### config.mk
export PLATFORM = sky130hd
export DESIGN_NAME = pwmenc_top
export DESIGN_NICKNAME = d
export VERILOG_FILES = /design/src/pwmenc_pkg.sv /design/src/pwmenc_sync.sv /design/src/pwmenc_top.sv
export SDC_FILE = /design/constraint.sdc
export NUM_CORES = 1
export LEC_CHECK = 0
export ABC_CLOCK_PERIOD_IN_PS = 8220
export BUFFER_PORTS_ARGS = -buffer_cell sky130_fd_sc_hd__buf_2
export CAP_MARGIN = 30
export CORE_ASPECT_RATIO = 0.5
export CORE_MARGIN = 10
export CORE_UTILIZATION = 50
export CTS_CLUSTER_DIAMETER = 200
export CTS_CLUSTER_SIZE = 30
export DETAILED_ROUTE_END_ITERATION = 16
export PLACE_DENSITY = 0.7
export SLEW_MARGIN = 20
export SYNTH_ARGS = -nofsm -noshare
export SYNTH_HDL_FRONTEND = slang
export SYNTH_HIERARCHICAL = 1
export SYNTH_SLANG_ARGS = --single-unit
export TNS_END_PERCENT = 50
### constraint.sdc
create_clock -name CLK_SYS -period 8.22 [get_ports CLK_SYS]
set_input_delay 1.233 -clock CLK_SYS [delete_from_list [all_inputs] [get_ports CLK_SYS]]
set_output_delay 1.233 -clock CLK_SYS [all_outputs]
set_load 0.01 [all_outputs]
### src/pwmenc_pkg.sv
// Constants and types of the position pulse-width encoder.
// Assumes a single 200 MHz system clock and no software access.
package pwmenc_pkg;

  // System clock rate in Hz
  localparam int CLK_HZ        = 200_000_000;
  // Output rates in Hz
  localparam int FAST_HZ       = 350;
  localparam int SLOW_HZ       = 250;
  // Counter and position widths
  localparam int CNT_W         = 20;
  localparam int POS_W         = 12;
  localparam int PROD_W        = CNT_W + POS_W;
  // Duty limits in percent of the period
  localparam int DUTY_MIN_PCT  = 1;
  localparam int DUTY_MAX_PCT  = 99;
  localparam int PCT_FULL      = 100;
  // Position code of the sensor centre line (half scale)
  localparam logic [POS_W-1:0] POS_CENTRE = 12'h800;
  // Level of an undriven pin held up by its pull-up
  localparam logic PIN_PULLUP  = 1'h1;
  // Synchroniser depth
  localparam int SYNC_DEPTH    = 3;

  typedef enum logic [0:0] {
    ST_SLEEP = 1'h0,
    ST_RUN   = 1'h1
  } pwmenc_state_e;

endpackage

### src/pwmenc_sync.sv
// Three-stage synchroniser with agreement filter for one pin.
// Assumes the pin is asynchronous to CLK_SYS; reset value is the pin's idle level.
`timescale 1ns/100ps
module pwmenc_sync #(
  parameter logic RESET_VAL = 1'h1
) (
  input  wire logic CLK_SYS,
  input  wire logic RST,
  input  wire logic PIN_IN,
  output logic      LEVEL
);
  import pwmenc_pkg::*;

  logic [SYNC_DEPTH-1:0] stage_q;

  // Shift chain; stage 0 is read only by stage 1
  always_ff @(posedge CLK_SYS) begin
    if (RST) begin
      stage_q <= {SYNC_DEPTH{RESET_VAL}};
    end else begin
      stage_q <= {stage_q[SYNC_DEPTH-2:0], PIN_IN};
    end
  end

  // Level changes once stages two and three agree
  always_ff @(posedge CLK_SYS) begin
    if (RST) begin
      LEVEL <= RESET_VAL;
    end else if (stage_q[1] == stage_q[2]) begin
      LEVEL <= stage_q[2];
    end
  end

endmodule

### src/pwmenc_top.sv
// Pulse-width output whose high time encodes the sensed magnet position.
// Assumes POSITION comes from front-end logic on CLK_SYS; pins carry pull-ups outside.
`timescale 1ns/100ps
// Operation
// - Period is 350 Hz with frequency select high, 250 Hz with it low.
// - An undriven frequency select reads high through its pull-up, giving 350 Hz.
// - Run while doze control is high; sleep while it is held low.
// - An unconnected doze control stays high, so output keeps running.
// - High duty stays within 1 to 99 percent; never constant high or low while running.
// - High time of each period after the first following reset is proportional to the sensed position.
// - Centre-line position gives exactly 50 percent duty.
module pwmenc_top #(
  parameter logic [pwmenc_pkg::CNT_W-1:0] PERIOD_FAST_CYC =
    pwmenc_pkg::CNT_W'(pwmenc_pkg::CLK_HZ / pwmenc_pkg::FAST_HZ),
  parameter logic [pwmenc_pkg::CNT_W-1:0] PERIOD_SLOW_CYC =
    pwmenc_pkg::CNT_W'(pwmenc_pkg::CLK_HZ / pwmenc_pkg::SLOW_HZ)
) (
  input  wire logic                         CLK_SYS,
  input  wire logic                         RST,
  input  wire logic                         FREQUENCY_SELECT,
  input  wire logic                         DOZE_CONTROL,
  input  wire logic [pwmenc_pkg::POS_W-1:0] POSITION,
  output logic                              PULSE_WIDTH_OUT,
  output logic                              SLEEPING
);
  import pwmenc_pkg::*;

  logic                 freq_lvl;
  logic                 doze_lvl;
  pwmenc_state_e        state_q;
  logic [CNT_W-1:0]     cnt_q;
  logic [CNT_W-1:0]     period_q;
  logic [CNT_W-1:0]     high_q;
  logic [CNT_W-1:0]     period_d;
  logic [CNT_W-1:0]     high_d;
  logic                 bnd;
  logic [CNT_W-1:0]     hi_run_q;
  logic [CNT_W-1:0]     lo_run_q;

  // Longest legal run of one level: the longer of the two periods
  localparam logic [CNT_W-1:0] RUN_LIM = (PERIOD_FAST_CYC > PERIOD_SLOW_CYC) ? PERIOD_FAST_CYC : PERIOD_SLOW_CYC;

  // Clamp a proportional high time into the legal duty window
  function automatic logic [CNT_W-1:0] duty_cycles(input logic [CNT_W-1:0] per,
                                                   input logic [POS_W-1:0] pos);
    logic [PROD_W-1:0] prod;
    logic [PROD_W-1:0] lo;
    logic [PROD_W-1:0] hi;
    prod = (PROD_W'(per) * PROD_W'(pos)) >> POS_W;
    // Floor rounded up, so a short period never gets a zero-length pulse
    lo   = (PROD_W'(per) * PROD_W'(DUTY_MIN_PCT) + PROD_W'(PCT_FULL - 1)) / PROD_W'(PCT_FULL);
    hi   = (PROD_W'(per) * PROD_W'(DUTY_MAX_PCT)) / PROD_W'(PCT_FULL);
    if (prod < lo) begin
      prod = lo;
    end else if (prod > hi) begin
      prod = hi;
    end
    return prod[CNT_W-1:0];
  endfunction

  // Pin synchronisers; reset to the pulled-up level
  // undriven select reads high
  pwmenc_sync #(.RESET_VAL(PIN_PULLUP)) u_sync_freq (
    .CLK_SYS (CLK_SYS),
    .RST     (RST),
    .PIN_IN  (FREQUENCY_SELECT),
    .LEVEL   (freq_lvl)
  );
  pwmenc_sync #(.RESET_VAL(PIN_PULLUP)) u_sync_doze (
    .CLK_SYS (CLK_SYS),
    .RST     (RST),
    .PIN_IN  (DOZE_CONTROL),
    .LEVEL   (doze_lvl)
  );

  // Last cycle of the current period
  assign bnd = (cnt_q == period_q - CNT_W'(1));

  always_comb begin
    period_d = freq_lvl ? PERIOD_FAST_CYC : PERIOD_SLOW_CYC;
    high_d   = duty_cycles(period_d, POSITION);
  end

  // sleep entered at period end, left at once
  always_ff @(posedge CLK_SYS) begin
    if (RST) begin
      state_q <= ST_RUN;
    end else begin
      case (state_q)
        ST_RUN: begin
          if (bnd && !doze_lvl) begin
            state_q <= ST_SLEEP;
          end
        end
        ST_SLEEP: begin
          if (doze_lvl) begin
            state_q <= ST_RUN;
          end
        end
        default: begin
          state_q <= ST_RUN;
        end
      endcase
    end
  end

  // Period counter; held at zero while asleep
  // Clearing on the boundary keeps each period exactly period_q cycles long
  always_ff @(posedge CLK_SYS) begin
    if (RST || state_q == ST_SLEEP || bnd) begin
      cnt_q <= '0;
    end else begin
      cnt_q <= cnt_q + CNT_W'(1);
    end
  end

  // load only at boundary or while asleep
  always_ff @(posedge CLK_SYS) begin
    if (RST) begin
      period_q <= PERIOD_FAST_CYC;
      high_q   <= PERIOD_FAST_CYC >> 1;
    end else if (bnd || state_q == ST_SLEEP) begin
      period_q <= period_d;
      high_q   <= high_d;
    end
  end

  // Sleep forces the output low, so the host sees a steady low level
  // output high for high_q cycles of each period
  always_ff @(posedge CLK_SYS) begin
    if (RST) begin
      PULSE_WIDTH_OUT <= 1'h0;
      SLEEPING        <= 1'h0;
    end else begin
      PULSE_WIDTH_OUT <= (state_q == ST_RUN) && (cnt_q < high_q);
      SLEEPING        <= (state_q == ST_SLEEP);
    end
  end

  // Checks
  // period follows select
  a_rate_select: assert property (@(posedge CLK_SYS) disable iff (RST)
    bnd |=> period_q == ($past(freq_lvl) ? PERIOD_FAST_CYC : PERIOD_SLOW_CYC))
    else $error("period not loaded from select");
  a_select_pullup: assert property (@(posedge CLK_SYS)
    $fell(RST) |-> freq_lvl && period_q == PERIOD_FAST_CYC)
    else $error("select not high after reset");
  a_doze_sleep: assert property (@(posedge CLK_SYS) disable iff (RST)
    (state_q == ST_RUN && bnd && !doze_lvl) |=> state_q == ST_SLEEP ##1 !PULSE_WIDTH_OUT && SLEEPING)
    else $error("sleep not entered");
  a_doze_pullup: assert property (@(posedge CLK_SYS)
    $fell(RST) |-> state_q == ST_RUN && doze_lvl)
    else $error("not awake after reset");
  // Length of the current high run of the output, for the stuck-level check
  always_ff @(posedge CLK_SYS) begin
    if (RST || !PULSE_WIDTH_OUT) begin
      hi_run_q <= '0;
    end else begin
      hi_run_q <= hi_run_q + CNT_W'(1);
    end
  end

  // Length of the current low run while awake, for the stuck-level check
  always_ff @(posedge CLK_SYS) begin
    if (RST || PULSE_WIDTH_OUT || SLEEPING) begin
      lo_run_q <= '0;
    end else begin
      lo_run_q <= lo_run_q + CNT_W'(1);
    end
  end

  // high in the first cycle of a period
  a_duty_window: assert property (@(posedge CLK_SYS) disable iff (RST)
    (state_q == ST_RUN && cnt_q == '0) |=> PULSE_WIDTH_OUT)
    else $error("pulse missing at period start");
  // low after the last cycle of a period
  a_duty_end: assert property (@(posedge CLK_SYS) disable iff (RST)
    (state_q == ST_RUN && bnd) |=> !PULSE_WIDTH_OUT)
    else $error("pulse still high at period end");
  // while awake, no level runs longer than RUN_LIM, the longer of the two periods
  a_never_stuck: assert property (@(posedge CLK_SYS) disable iff (RST)
    hi_run_q <= RUN_LIM && lo_run_q <= RUN_LIM)
    else $error("output stuck at one level");
  a_wake_resume: assert property (@(posedge CLK_SYS) disable iff (RST)
    (state_q == ST_SLEEP && doze_lvl) |=> state_q == ST_RUN ##1 !SLEEPING)
    else $error("wake not taken");
  a_sleep_quiet: assert property (@(posedge CLK_SYS) disable iff (RST)
    SLEEPING |-> !PULSE_WIDTH_OUT)
    else $error("output active while asleep");
  // output tracks counter against high time
  a_pulse_track: assert property (@(posedge CLK_SYS) disable iff (RST)
    state_q == ST_RUN |=> PULSE_WIDTH_OUT == ($past(cnt_q) < $past(high_q)))
    else $error("pulse does not match high time");
  a_centre_half: assert property (@(posedge CLK_SYS) disable iff (RST)
    (bnd && POSITION == POS_CENTRE) |=> high_q == (period_q >> 1))
    else $error("centre not half duty");
  // no reload inside a running period
  a_hold_period: assert property (@(posedge CLK_SYS) disable iff (RST)
    (state_q == ST_RUN && !bnd) |=> $stable(period_q) && $stable(high_q))
    else $error("reload inside period");

  c_slow_rate: cover property (@(posedge CLK_SYS) disable iff (RST) bnd && !freq_lvl);
  c_sleep_wake: cover property (@(posedge CLK_SYS) disable iff (RST)
    state_q == ST_SLEEP ##1 state_q == ST_RUN);
  c_clamp_low: cover property (@(posedge CLK_SYS) disable iff (RST) bnd && POSITION == '0);
  // Main scenarios: top clamp and centre line
  c_clamp_high: cover property (@(posedge CLK_SYS) disable iff (RST) bnd && POSITION == '1);
  c_centre: cover property (@(posedge CLK_SYS) disable iff (RST)
    bnd && POSITION == POS_CENTRE);

endmodule
* Word level (Yosys, flattened, before mapping)
Index checks and enable logic that the tools add are counted.
** Storage, ports and cells
- Register bits after elaboration :: 71
- Bits of input ports :: 16
- Output and inout port bits :: 2
** Operators by class
- Add/subtract/negate cells :: 3
- Multipliers :: 2
- Div/mod/pow operators :: 2
- Order comparisons :: 3
- Equality and inequality tests :: 3
- Multiplexer cells :: 6
- Bitwise logic cells :: 1
- Reduce and logical (&&, ||, !) cells :: 6
** Operators with widths (number)
- $mux W20 :: 2
- $div A27 B7 Y32 const B :: 1
- $div A32 B7 Y32 const B :: 1
- $gt A20 B32 Y1 :: 1
- $lt A20 B32 Y1 :: 1
- $mul A20 B12 Y32 :: 1
- $mul A20 B7 Y27 const B :: 1
- $add A20 B7 Y21 const B :: 1
- $add A20 B1 Y20 const B :: 1
- $eq A20 B20 Y1 :: 1
- $lt A20 B20 Y1 :: 1
- $sub A20 B1 Y20 const B :: 1
- $mux W19 :: 1
- $logic_or A1 B1 Y1 :: 3
- $eq A1 B1 Y1 :: 2
- $logic_and A1 B1 Y1 :: 2
- $mux W1 :: 2
- $pmux W1 S2 :: 1
- $logic_not A1 Y1 :: 1
- $not A1 Y1 :: 1

* Longest topological paths before layout
Gate-level depths: netlist of run 1.
- Word-level depth :: 6
- Depth in mapped cells :: 31

* By module
The synthesis of run 1 kept the hierarchy.
** By module, submodules not included
- pwmenc_top :: instances 1, cells each 871, area an instance 7221.9 um2, sequential area each 900.9 um2
- pwmenc_sync :: instances 2, cells each 10, area an instance 115.1 um2, sequential area each 80.1 um2

* Worst setup path after synthesis of run 1
No wires, ideal clock.
- Path type :: input to register
- From :: in POSITION[10] (netlist bit)
- To :: reg high_q[0]
- Library setup time :: 0.122 ns
- Data arrival time :: 7.738 ns
- Required time :: 8.098 ns
- Setup slack :: 0.360 ns
- Stages on the path :: 28
- Path buffers :: 1
- Cell sequence :: nand2_1 > inv_1 > or2_2 > ha_1 > fa_1 > inv_1 > fa_1 > inv_1 > fa_1 > inv_1 > fa_1 > inv_1 > ha_1 > clkbuf_1 > nand4_1 > nor4_1 > a22oi_1 > a311oi_1 > ha_1 > a21oi_1 > nand2_1 > o311ai_0 > a211o_1 > nand2_1 > o41ai_4 > o21ai_2 > or2_1 > a221o_1
** Between the ends
- Cells in the longest elaborated chain, start to end :: 4
- Elaborated cells on any way between the ends :: 5
- Classes of those cells :: mul: 1; order compare: 2; mux: 2
** Ends and longest elaborated chain
- start, declared :: line pwmenc_top.sv:22 : input wire logic [pwmenc_pkg::POS_W-1:0] POSITION,
- $mul A20 B12 Y32 (*) :: line pwmenc_top.sv:49 : prod = (PROD_W'(per) * PROD_W'(pos)) >> POS_W;
- $gt A20 B32 Y1 :: line pwmenc_top.sv:55 : end else if (prod > hi) begin
- $mux W20 :: line pwmenc_top.sv:55
- $mux W20 (*) :: line pwmenc_top.sv:53 : if (prod < lo) begin
- end signal, assigned :: line pwmenc_top.sv:121 : high_q <= PERIOD_FAST_CYC >> 1;
- end signal, assigned :: line pwmenc_top.sv:124 : high_q <= high_d;
- end, declared :: line pwmenc_top.sv:33 : logic [CNT_W-1:0] high_q;
Mark *: on every way between the ends. The rest lies on a longest branch, timed or not.
A chain may end at the register's enable or synchronous reset.

* Final worst setup path of run 1
- From :: in POSITION[11] (netlist bit)
- To :: reg high_q[3]
The elaborated chain is that of the path after synthesis.

==> flow_summary.toml, run 1 <==
[yosys]
ys_async_sr_fraction_pct = 0
synth_most_common_cell = "inv_1"
ys_types = 75
yosysTopAreaCell = "ha_1"
yosysWarnings = 6
mappedNetlistArea_mm2 = 0.007452
synthCells = 891
synth-seq-cells = 53
synth.avg_cell_area_um2 = 8.364
synthTopCellsByCount = "inv_1, ha_1, nor2_1, fa_1, nand2_1"
synth_top_area_share_pct = 21.83
ys_seq_area_share_pct = 14.24
synth_edf_count = 0
synth_area_leaders = "ha_1, fa_1, dfxtp_1"
synth_ff_type = "dfxtp_1"

[sta]
clock.fmax_mhz = 128.2
timing.hold.ws_ns = 0.4071
rsz0062_at_grt = "false"
relSlewSlack_pct = 58.43
worst_slack_ns = 0.4176
finalSetupViolCount = 0
fin_tns_setup_ns = 0
fin_skew_ns = 0.005607
min_period_ns = 7.802
maxSlewViolCount = 0
worst_slew_pin_slew_ns = 0.6227
hold_viol = 0
timing.final.crit_share_pct = 94.92

[setup_path]
critPathLaunch = "POSITION[11]"
critPathRequiredTime_ns = 8.43
setup.worst_path.end_class = "flop"
cpMaxStageDelayCell = "fa_1"
r2r_start = "u_sync_freq/LEVEL"
critPathTopFamily = "adder cells"
path_buf_inv = 5
worstPathArrival_ns = 8.02
worstPathMaxFanout = 14
critPathLaunchType = "input port"
critical_path_class = "in2reg"
cpPeakStageDelay_ns = 0.54

[clocking]
hold_buffers = 0
path_clk_slew_ns = 0.07
clkLatencyLatePin_ns = 0.29
post-cts-setup-buffer-count = 0
cts-root-buf = "clkbuf_16"
cts_tree = "yes"
clockBufferDepth = 2
htree_levels = 2
cts.sinks = 53
cts_buffers = 5

[layout]
nFillCells = 1355
design_area_mm2 = 0.008063
layout.nets = 1116
drive_gt1_share_pct = 8.743
post-route-util_pct = 55.43
diodes = 0
area_delta_synth_final_pct = 8.193

[floorplan]
io_pins = 18
initial_core_util_pct = 51.23
row_count = 31
core-area_mm2 = 0.01455
die_area_mm2 = 0.02048
die-width_um = 192.7
die_h_um = 106.3

[place]
pre_cts_slack_ns = -0.04888
dpl.hpwl_um = 14390
routabilityCongestion = 0.8851
place.port_buffers = 17
placed_area_mm2 = 0.007856

[power]
p_leak_uw = 0.003957
cellPowerDensity_mw_per_mm2 = 303.4
max-vdd-ir-drop_v = 0.0001749

[run]
cap_violations = 0

[grt]
grt_overflow_total = 0
antenna_found_initial = 0
grt_pass1_wl_um = 29200
track_usage_pct = 16.89
grt_pass1_vias = 6088
grt_start_max_net_pins = 29

[hold_path]
hold_path.class = "reg2reg"
holdCritStartpoint = "u_sync_freq/stage_q[0]"

[status]
status = "finished, final reports clean"

[route]
avgRoutedWirePerCell_um = 15.41
ant_nets = 0
routed_wl_um = 17150
viasPerCell = 5.486
via_count = 6106
drt-pass1-iter-count = 5
drc = 0
drt-initial-drc-count = 314
==> stage by stage <==
| stage | total power, uW | cells |
|---|---|---|
| final | 2447 | 1113 |
| after global routing | 2706 | 1113 |
| after CTS | 2409 | 1112 |
| after detailed placement | 2169 | 1105 |
| after global placement | 2145 | 1105 |
| after floorplan | 1685 | 895 |
==> kinds of logic after synthesis <==
group	synth area share, %
xor gates and xnor gates	5.860
and+or+nand+nor	16.40
DFF	14.24
AOI/OAI and AO/OA	16.84
other	0.1008
muxes	0.6884
adders and majority gates	36.60
buffers and inverters	9.268
==> area by class of cell <==
| type | instances | area [um2] | area share (%) |
|---|---|---|---|
| multi-input cells | 665 | 5751 | 71.32 |
| well taps | 198 | 247.7 | 3.073 |
| clock inverters | 2 | 35.03 | 0.4345 |
| repair buffers | 45 | 299.0 | 3.709 |
| inverters | 145 | 544.3 | 6.750 |
| clock buffers | 5 | 125.1 | 1.552 |
| flip-flops and latches | 53 | 1061 | 13.16 |
==> power breakdown <==
part / leakage [uW] / switching [uW] / internal, uW
Sequential: 0.000429 / 2.12 / 259
Clock: 0.0000797 / 87.9 / 141
Combinational: 0.00345 / 1130 / 824
Total: 0.00396 / 1220 / 1220
==> per-layer routing <==
metal  vias up  GRT usage, %  part of all wire [%]
met5         -             0                     0
met4         0         3.960                   1.5
met3        24         1.859                   3.0
met2       108         27.66                    45
met1      2897         23.29                    51
li1       3077             -                     -
==> sequential cells by signal (all words and copies together) (netlist names) <==
| name | count |
|---|---|
| PULSE_WIDTH_OUT | 1 |
| SLEEPING | 1 |
| cnt_q | 20 |
| high_q | 20 |
| period_q | 2 |
| state_q | 1 |
| u_sync_doze/LEVEL | 1 |
| u_sync_doze/stage_q | 3 |
| u_sync_freq/LEVEL | 1 |
| u_sync_freq/stage_q | 3 |
==> what timing repair did <==
action	CTS	global route
setup endpoints to repair	0	11
resized for setup	0	7
hold endpoints to repair	0	0
==> cells in the final DEF (no fill, tap or decap), types with 6 or more instances in the layout <==
cell type and instances:
a211oi_1 9, xor2_1 24, conb_1 6, nand3_1 24, a21o_1 15, or3_1 6, nand4_1 12, buf_2 17
dfxtp_1 53, or2_2 9, o211ai_1 12, buf_4 27, o22ai_1 6, inv_1 145, nor2b_1 12, a211o_1 6
xnor2_1 24, and3_1 11, or2_1 7, nor3_1 19, nor2_1 56, a21oi_1 46, o21ai_0 24, and2_1 15
nand2_1 54, ha_1 130, fa_1 55
==> worst paths after layout <==
| kind | slack (ns) | to | cells after the start |
|---|---|---|---|
| hold reg to reg | 0.41 | u_sync_freq/stage_q[1] | 1 |
| hold / removal | 0.41 | u_sync_freq/stage_q[1] | 1 |
| setup / recovery | 0.42 | high_q[3] | 28 |
| setup reg to reg | 0.66 | high_q[3] | 28 |
(Power assumes the default switching activity.)
==> inputs of run 2 (changes only) <==
--- a/config.mk
+++ b/config.mk
@@ -7,3 +7,3 @@
 export LEC_CHECK = 0
-export ABC_CLOCK_PERIOD_IN_PS = 8220
+export ABC_CLOCK_PERIOD_IN_PS = 9300
 export BUFFER_PORTS_ARGS = -buffer_cell sky130_fd_sc_hd__buf_2
@@ -16,3 +16,3 @@
 export DETAILED_ROUTE_END_ITERATION = 16
-export PLACE_DENSITY = 0.7
+export PLACE_DENSITY = 0.67
 export SLEW_MARGIN = 20
==> constraint.sdc (replaced) <==
create_clock -name CLK_SYS -period 9.3 [get_ports CLK_SYS]
set_input_delay 1.86 -clock CLK_SYS [delete_from_list [all_inputs] [get_ports CLK_SYS]]
set_output_delay 1.86 -clock CLK_SYS [all_outputs]
set_load 0.01 [all_outputs]
==> flow_summary.toml, run 2 (synthesized netlist as in run 1, its figures left out) <==
[clocking]
cts_tree = "yes"
hold_buffers = 0
htree_levels = 2
clockBufferDepth = 2
clkLatencyLatePin_ns = 0.29
cts.sinks = 53
cts-root-buf = "clkbuf_16"
path_clk_slew_ns = 0.07
cts_buffers = 5

[route]
drc = 0
routed_wl_um = 16760
drt-initial-drc-count = 333
avgRoutedWirePerCell_um = 15.35
viasPerCell = 5.476
ant_nets = 0
drt-pass1-iter-count = 5
via_count = 5980

[setup_path]
path_buf_inv = 5
critPathTopFamily = "adder cells"
critPathRequiredTime_ns = 9.48
cpMaxStageDelayCell = "fa_1"
worstPathMaxFanout = 13
critical_path_class = "in2reg"
setup.worst_path.end_class = "flop"
worstPathArrival_ns = 9.12
critPathLaunchType = "input port"
cpPeakStageDelay_ns = 0.54

[sta]
min_period_ns = 8.945
timing.final.crit_share_pct = 96.18
clock.fmax_mhz = 111.8
timing.hold.ws_ns = 0.4130
worst_slew_pin_slew_ns = 0.7602
maxSlewViolCount = 0
fin_skew_ns = 0.005590
finalSetupViolCount = 0
relSlewSlack_pct = 49.25
hold_viol = 0
fin_tns_setup_ns = 0
worst_slack_ns = 0.3552

[run]
cap_violations = 0

[layout]
drive_gt1_share_pct = 6.152
layout.nets = 1094
final_common_cell = "inv_1"
mostFrequentLayoutCells = "inv_1, ha_1, nor2_1, fa_1, nand2_1"
reg.largest.list = "cnt_q: 20 flops, high_q: 20 flops"
diodes = 0
area_delta_synth_final_pct = 5.893

[status]
status = "finished, final reports clean"

[grt]
grt_start_max_net_pins = 29
antenna_found_initial = 0
grt_pass1_vias = 5830
track_usage_pct = 16.56
grt_pass1_wl_um = 28560
grt_overflow_total = 0

[power]
max-vdd-ir-drop_v = 0.0001312
p_comb_share_pct = 78.3
p_clk_share_pct = 10.4
cellPowerDensity_mw_per_mm2 = 258.7
p_switching_uw = 1043
p_leak_uw = 0.003854
pwr-share-seq_pct = 11.3
switching_share_pct = 51.08
p_int_uw = 998.7

[floorplan]
die-width_um = 192.7
initial_core_util_pct = 51.23
die_h_um = 106.3
die_area_mm2 = 0.02048
io_pins = 18
row_count = 31
core-area_mm2 = 0.01455

[place]
pre_cts_slack_ns = 0.09552
dpl.hpwl_um = 14080
place.port_buffers = 17
routabilityCongestion = 0.8864

[hold_path]
hold_path.class = "reg2reg"
==> run 2: through the flow <==
step | area, um2 | std cells | utilization, % | total power [uW]
6_report | 7891 | 1092 | 54.25 | 2042
5_1_grt | 7891 | 1092 | 54.25 | 2289
4_1_cts | 7864 | 1091 | 54.06 | 2023
3_5_place_dp | 7691 | 1083 | 52.88 | 1801
3_3_place_gp | 7691 | 1083 | 52.88 | 1777
2_1_floorplan | 7467 | 895 | - | 1489
==> run 2: final cells by class <==
class | count | area, um2
clock buffers | 7 | 142.6
repair buffers | 23 | 137.6
multi-input cells | 665 | 5728
flip-flops and latches | 53 | 1061
well taps | 198 | 247.7
clock inverters | 1 | 30.03
inverters | 145 | 544.3
fillers | 1391 | 6654
==> run 2: power groups by stage <==
stage | Clock [uW] | Combinational [uW] | Sequential (uW)
5_1_grt | 227 | 1830 | 231
3_5_place_dp | 0 | 1560 | 236
3_3_place_gp | 0 | 1540 | 236
4_1_cts | 218 | 1570 | 231
2_1_floorplan | 0 | 1250 | 236
6_report | 213 | 1600 | 231
==> run 2: routing by layer <==
metal,track usage [%],vias up,part of all wire [%]
met1,23.28,2829,51
li1,-,3029,-
met4,4.180,0,1.6
met2,26.65,99,44
met3,1.500,23,2.9
met5,0,-,0
==> run 2: final timing paths <==
kind / from / end / slack (ns) / depth (start not counted)
worst max register to register: u_sync_freq/LEVEL / high_q[0] / 1.06 / 25
worst max-delay path: POSITION[11] / high_q[0] / 0.36 / 28
worst min-delay path: u_sync_freq/stage_q[0] / u_sync_freq/stage_q[1] / 0.41 / 1
worst min register to register: u_sync_freq/stage_q[0] / u_sync_freq/stage_q[1] / 0.41 / 1
==> run 2: timing repair <==
| item | CTS | global route |
|---|---|---|
| resized for setup | 0 | 2 |
| endpoints found under the setup margin | 0 | 10 |
| buffers inserted | 0 | 0 |
==> inputs of run 3 (changes only) <==
Settings changed: ABC_CLOCK_PERIOD_IN_PS 9300 to 7400, PLACE_DENSITY 0.67 to 0.7.
Clock period 9.3 ns to 7.4 ns, I/O delays scaled along.
==> flow_summary.toml, run 3 (synthesized netlist as in run 1, its figures left out) <==
[status]
status = "complete, but fails checks"
violations = "negative setup slack"

[clocking]
clkLatencyLatePin_ns = 0.29
clockBufferDepth = 2
cts.sinks = 53
path_clk_slew_ns = 0.07
cts_tree = "yes"
cts-root-buf = "clkbuf_16"
cts_buffers = 5
htree_levels = 2

[route]
drt-initial-drc-count = 325
drc = 0
routed_wl_um = 18640
ant_nets = 0
viasPerCell = 5.308
avgRoutedWirePerCell_um = 15.12
via_count = 6545
drt-pass1-iter-count = 5

[layout]
diodes = 0
final_common_cell = "buf_4"
seqCellArea_mm2 = 0.001061
reg.largest.list = "cnt_q: 20 flops, high_q: 20 flops"
fin_cells = 1233
design_area_mm2 = 0.009369
multi_input_area_mm2 = 0.006097
nFillCells = 1234
area_delta_synth_final_pct = 25.72
mostFrequentLayoutCells = "buf_4, inv_1, ha_1, nor2_1, fa_1"
layout.nets = 1235
drive_gt1_share_pct = 25.02

[setup_path]
worstPathArrival_ns = 7.66
cpMaxStageDelayCell = "fa_1"
critPathTopFamily = "adder cells"
worstPathMaxFanout = 7
critPathRequiredTime_ns = 7.56
cpPeakStageDelay_ns = 0.59
path_buf_inv = 6
setup.worst_path.end_class = "flop"
critPathLaunchType = "input port"
critical_path_class = "in2reg"

[place]
dpl.hpwl_um = 15290
pre_cts_slack_ns = -0.6010
placed_cells = 1205
placed_area_mm2 = 0.008756
routabilityCongestion = 0.9015
place.port_buffers = 17

[hold_path]
hold_path.class = "reg2reg"

[grt]
grt_start_max_net_pins = 29
grt_overflow_total = 0
track_usage_pct = 18.08
grt_pass1_wl_um = 31370
grt_pass1_vias = 6567
antenna_found_initial = 0

[floorplan]
row_count = 31
die_h_um = 106.3
die-width_um = 192.7
initial_core_util_pct = 51.23
core-area_mm2 = 0.01455
io_pins = 18
die_area_mm2 = 0.02048

[sta]
fin_tns_setup_ns = -0.3107
timing.final.crit_share_pct = 101.3
fin_skew_ns = 0.007380
hold_viol = 0
worst_slack_ns = -0.09984
rsz0062_at_grt = "true"
maxSlewViolCount = 0
min_period_ns = 7.500
worst_slew_pin_slew_ns = 0.7335
finalSetupViolCount = 7
clock.fmax_mhz = 133.3
relSlewSlack_pct = 51.03

[power]
p_total_uw = 3690
max-vdd-ir-drop_v = 0.0002619
cellPowerDensity_mw_per_mm2 = 393.9
p_leak_uw = 0.004596

[run]
cap_violations = 0
[run 3: per-stage QoR]
step           utilization (%)  hold slack (ns)
5_1_grt                  64.41           0.4421
2_1_floorplan                -           0.3854
3_3_place_gp             60.20           0.3895
4_1_cts                  62.95           0.4197
6_report                 64.41           0.4161
3_5_place_dp             60.20           0.4002
[run 3: metal layers]
metal  routed length, um  GRT usage (%)
met1                9093          24.47
met2                8810          30.96
met3                 561          1.794
met4                 173          2.860
met5                   0              0
[run 3: final timing paths]
path	start	end	slack [ns]	cells past startpoint
hold reg to reg	u_sync_doze/stage_q[0]	u_sync_doze/stage_q[1]	0.42	1
hold / removal	u_sync_doze/stage_q[0]	u_sync_doze/stage_q[1]	0.42	1
setup reg to reg	u_sync_freq/LEVEL	high_q[3]	0.19	29
setup / recovery	POSITION[4]	high_q[12]	-0.1	28
[run 3: area by class of cell]
type	instances	area share (%)
inverters	145	5.809
repair buffers	164	13.11
well taps	198	2.644
multi-input cells	665	65.08
clock buffers	5	1.335
clock inverters	3	0.6944
flip-flops and latches	53	11.32
[run 3: worst reg2reg max path, delay by kind of cell, from the launching register on]
family,cells,cell delay [ns]
AO/OA/AOI/OAI,8,1.54
buffers and inverters,7,0.86
AND/OR/NAND/NOR,6,1.03
adder cells (fa/ha/maj),7,2.80
flip-flops,1,0.79
XOR/XNOR,1,0.14
[run 3: power breakdown]
group,internal [uW],leakage [uW],switching (uW)
sequential,288,0.000429,2.56
clock,193,0.0000938,102
combinational,1560,0.00407,1550
total,2040,0.00460,1650
[run 3: what timing repair did]
action,CTS,global route
setup endpoints to repair,16,17
pin swaps,25,17
hold buffers,0,0
buffers inserted,13,6
gates resized for setup,23,28
hold endpoints to repair,0,0
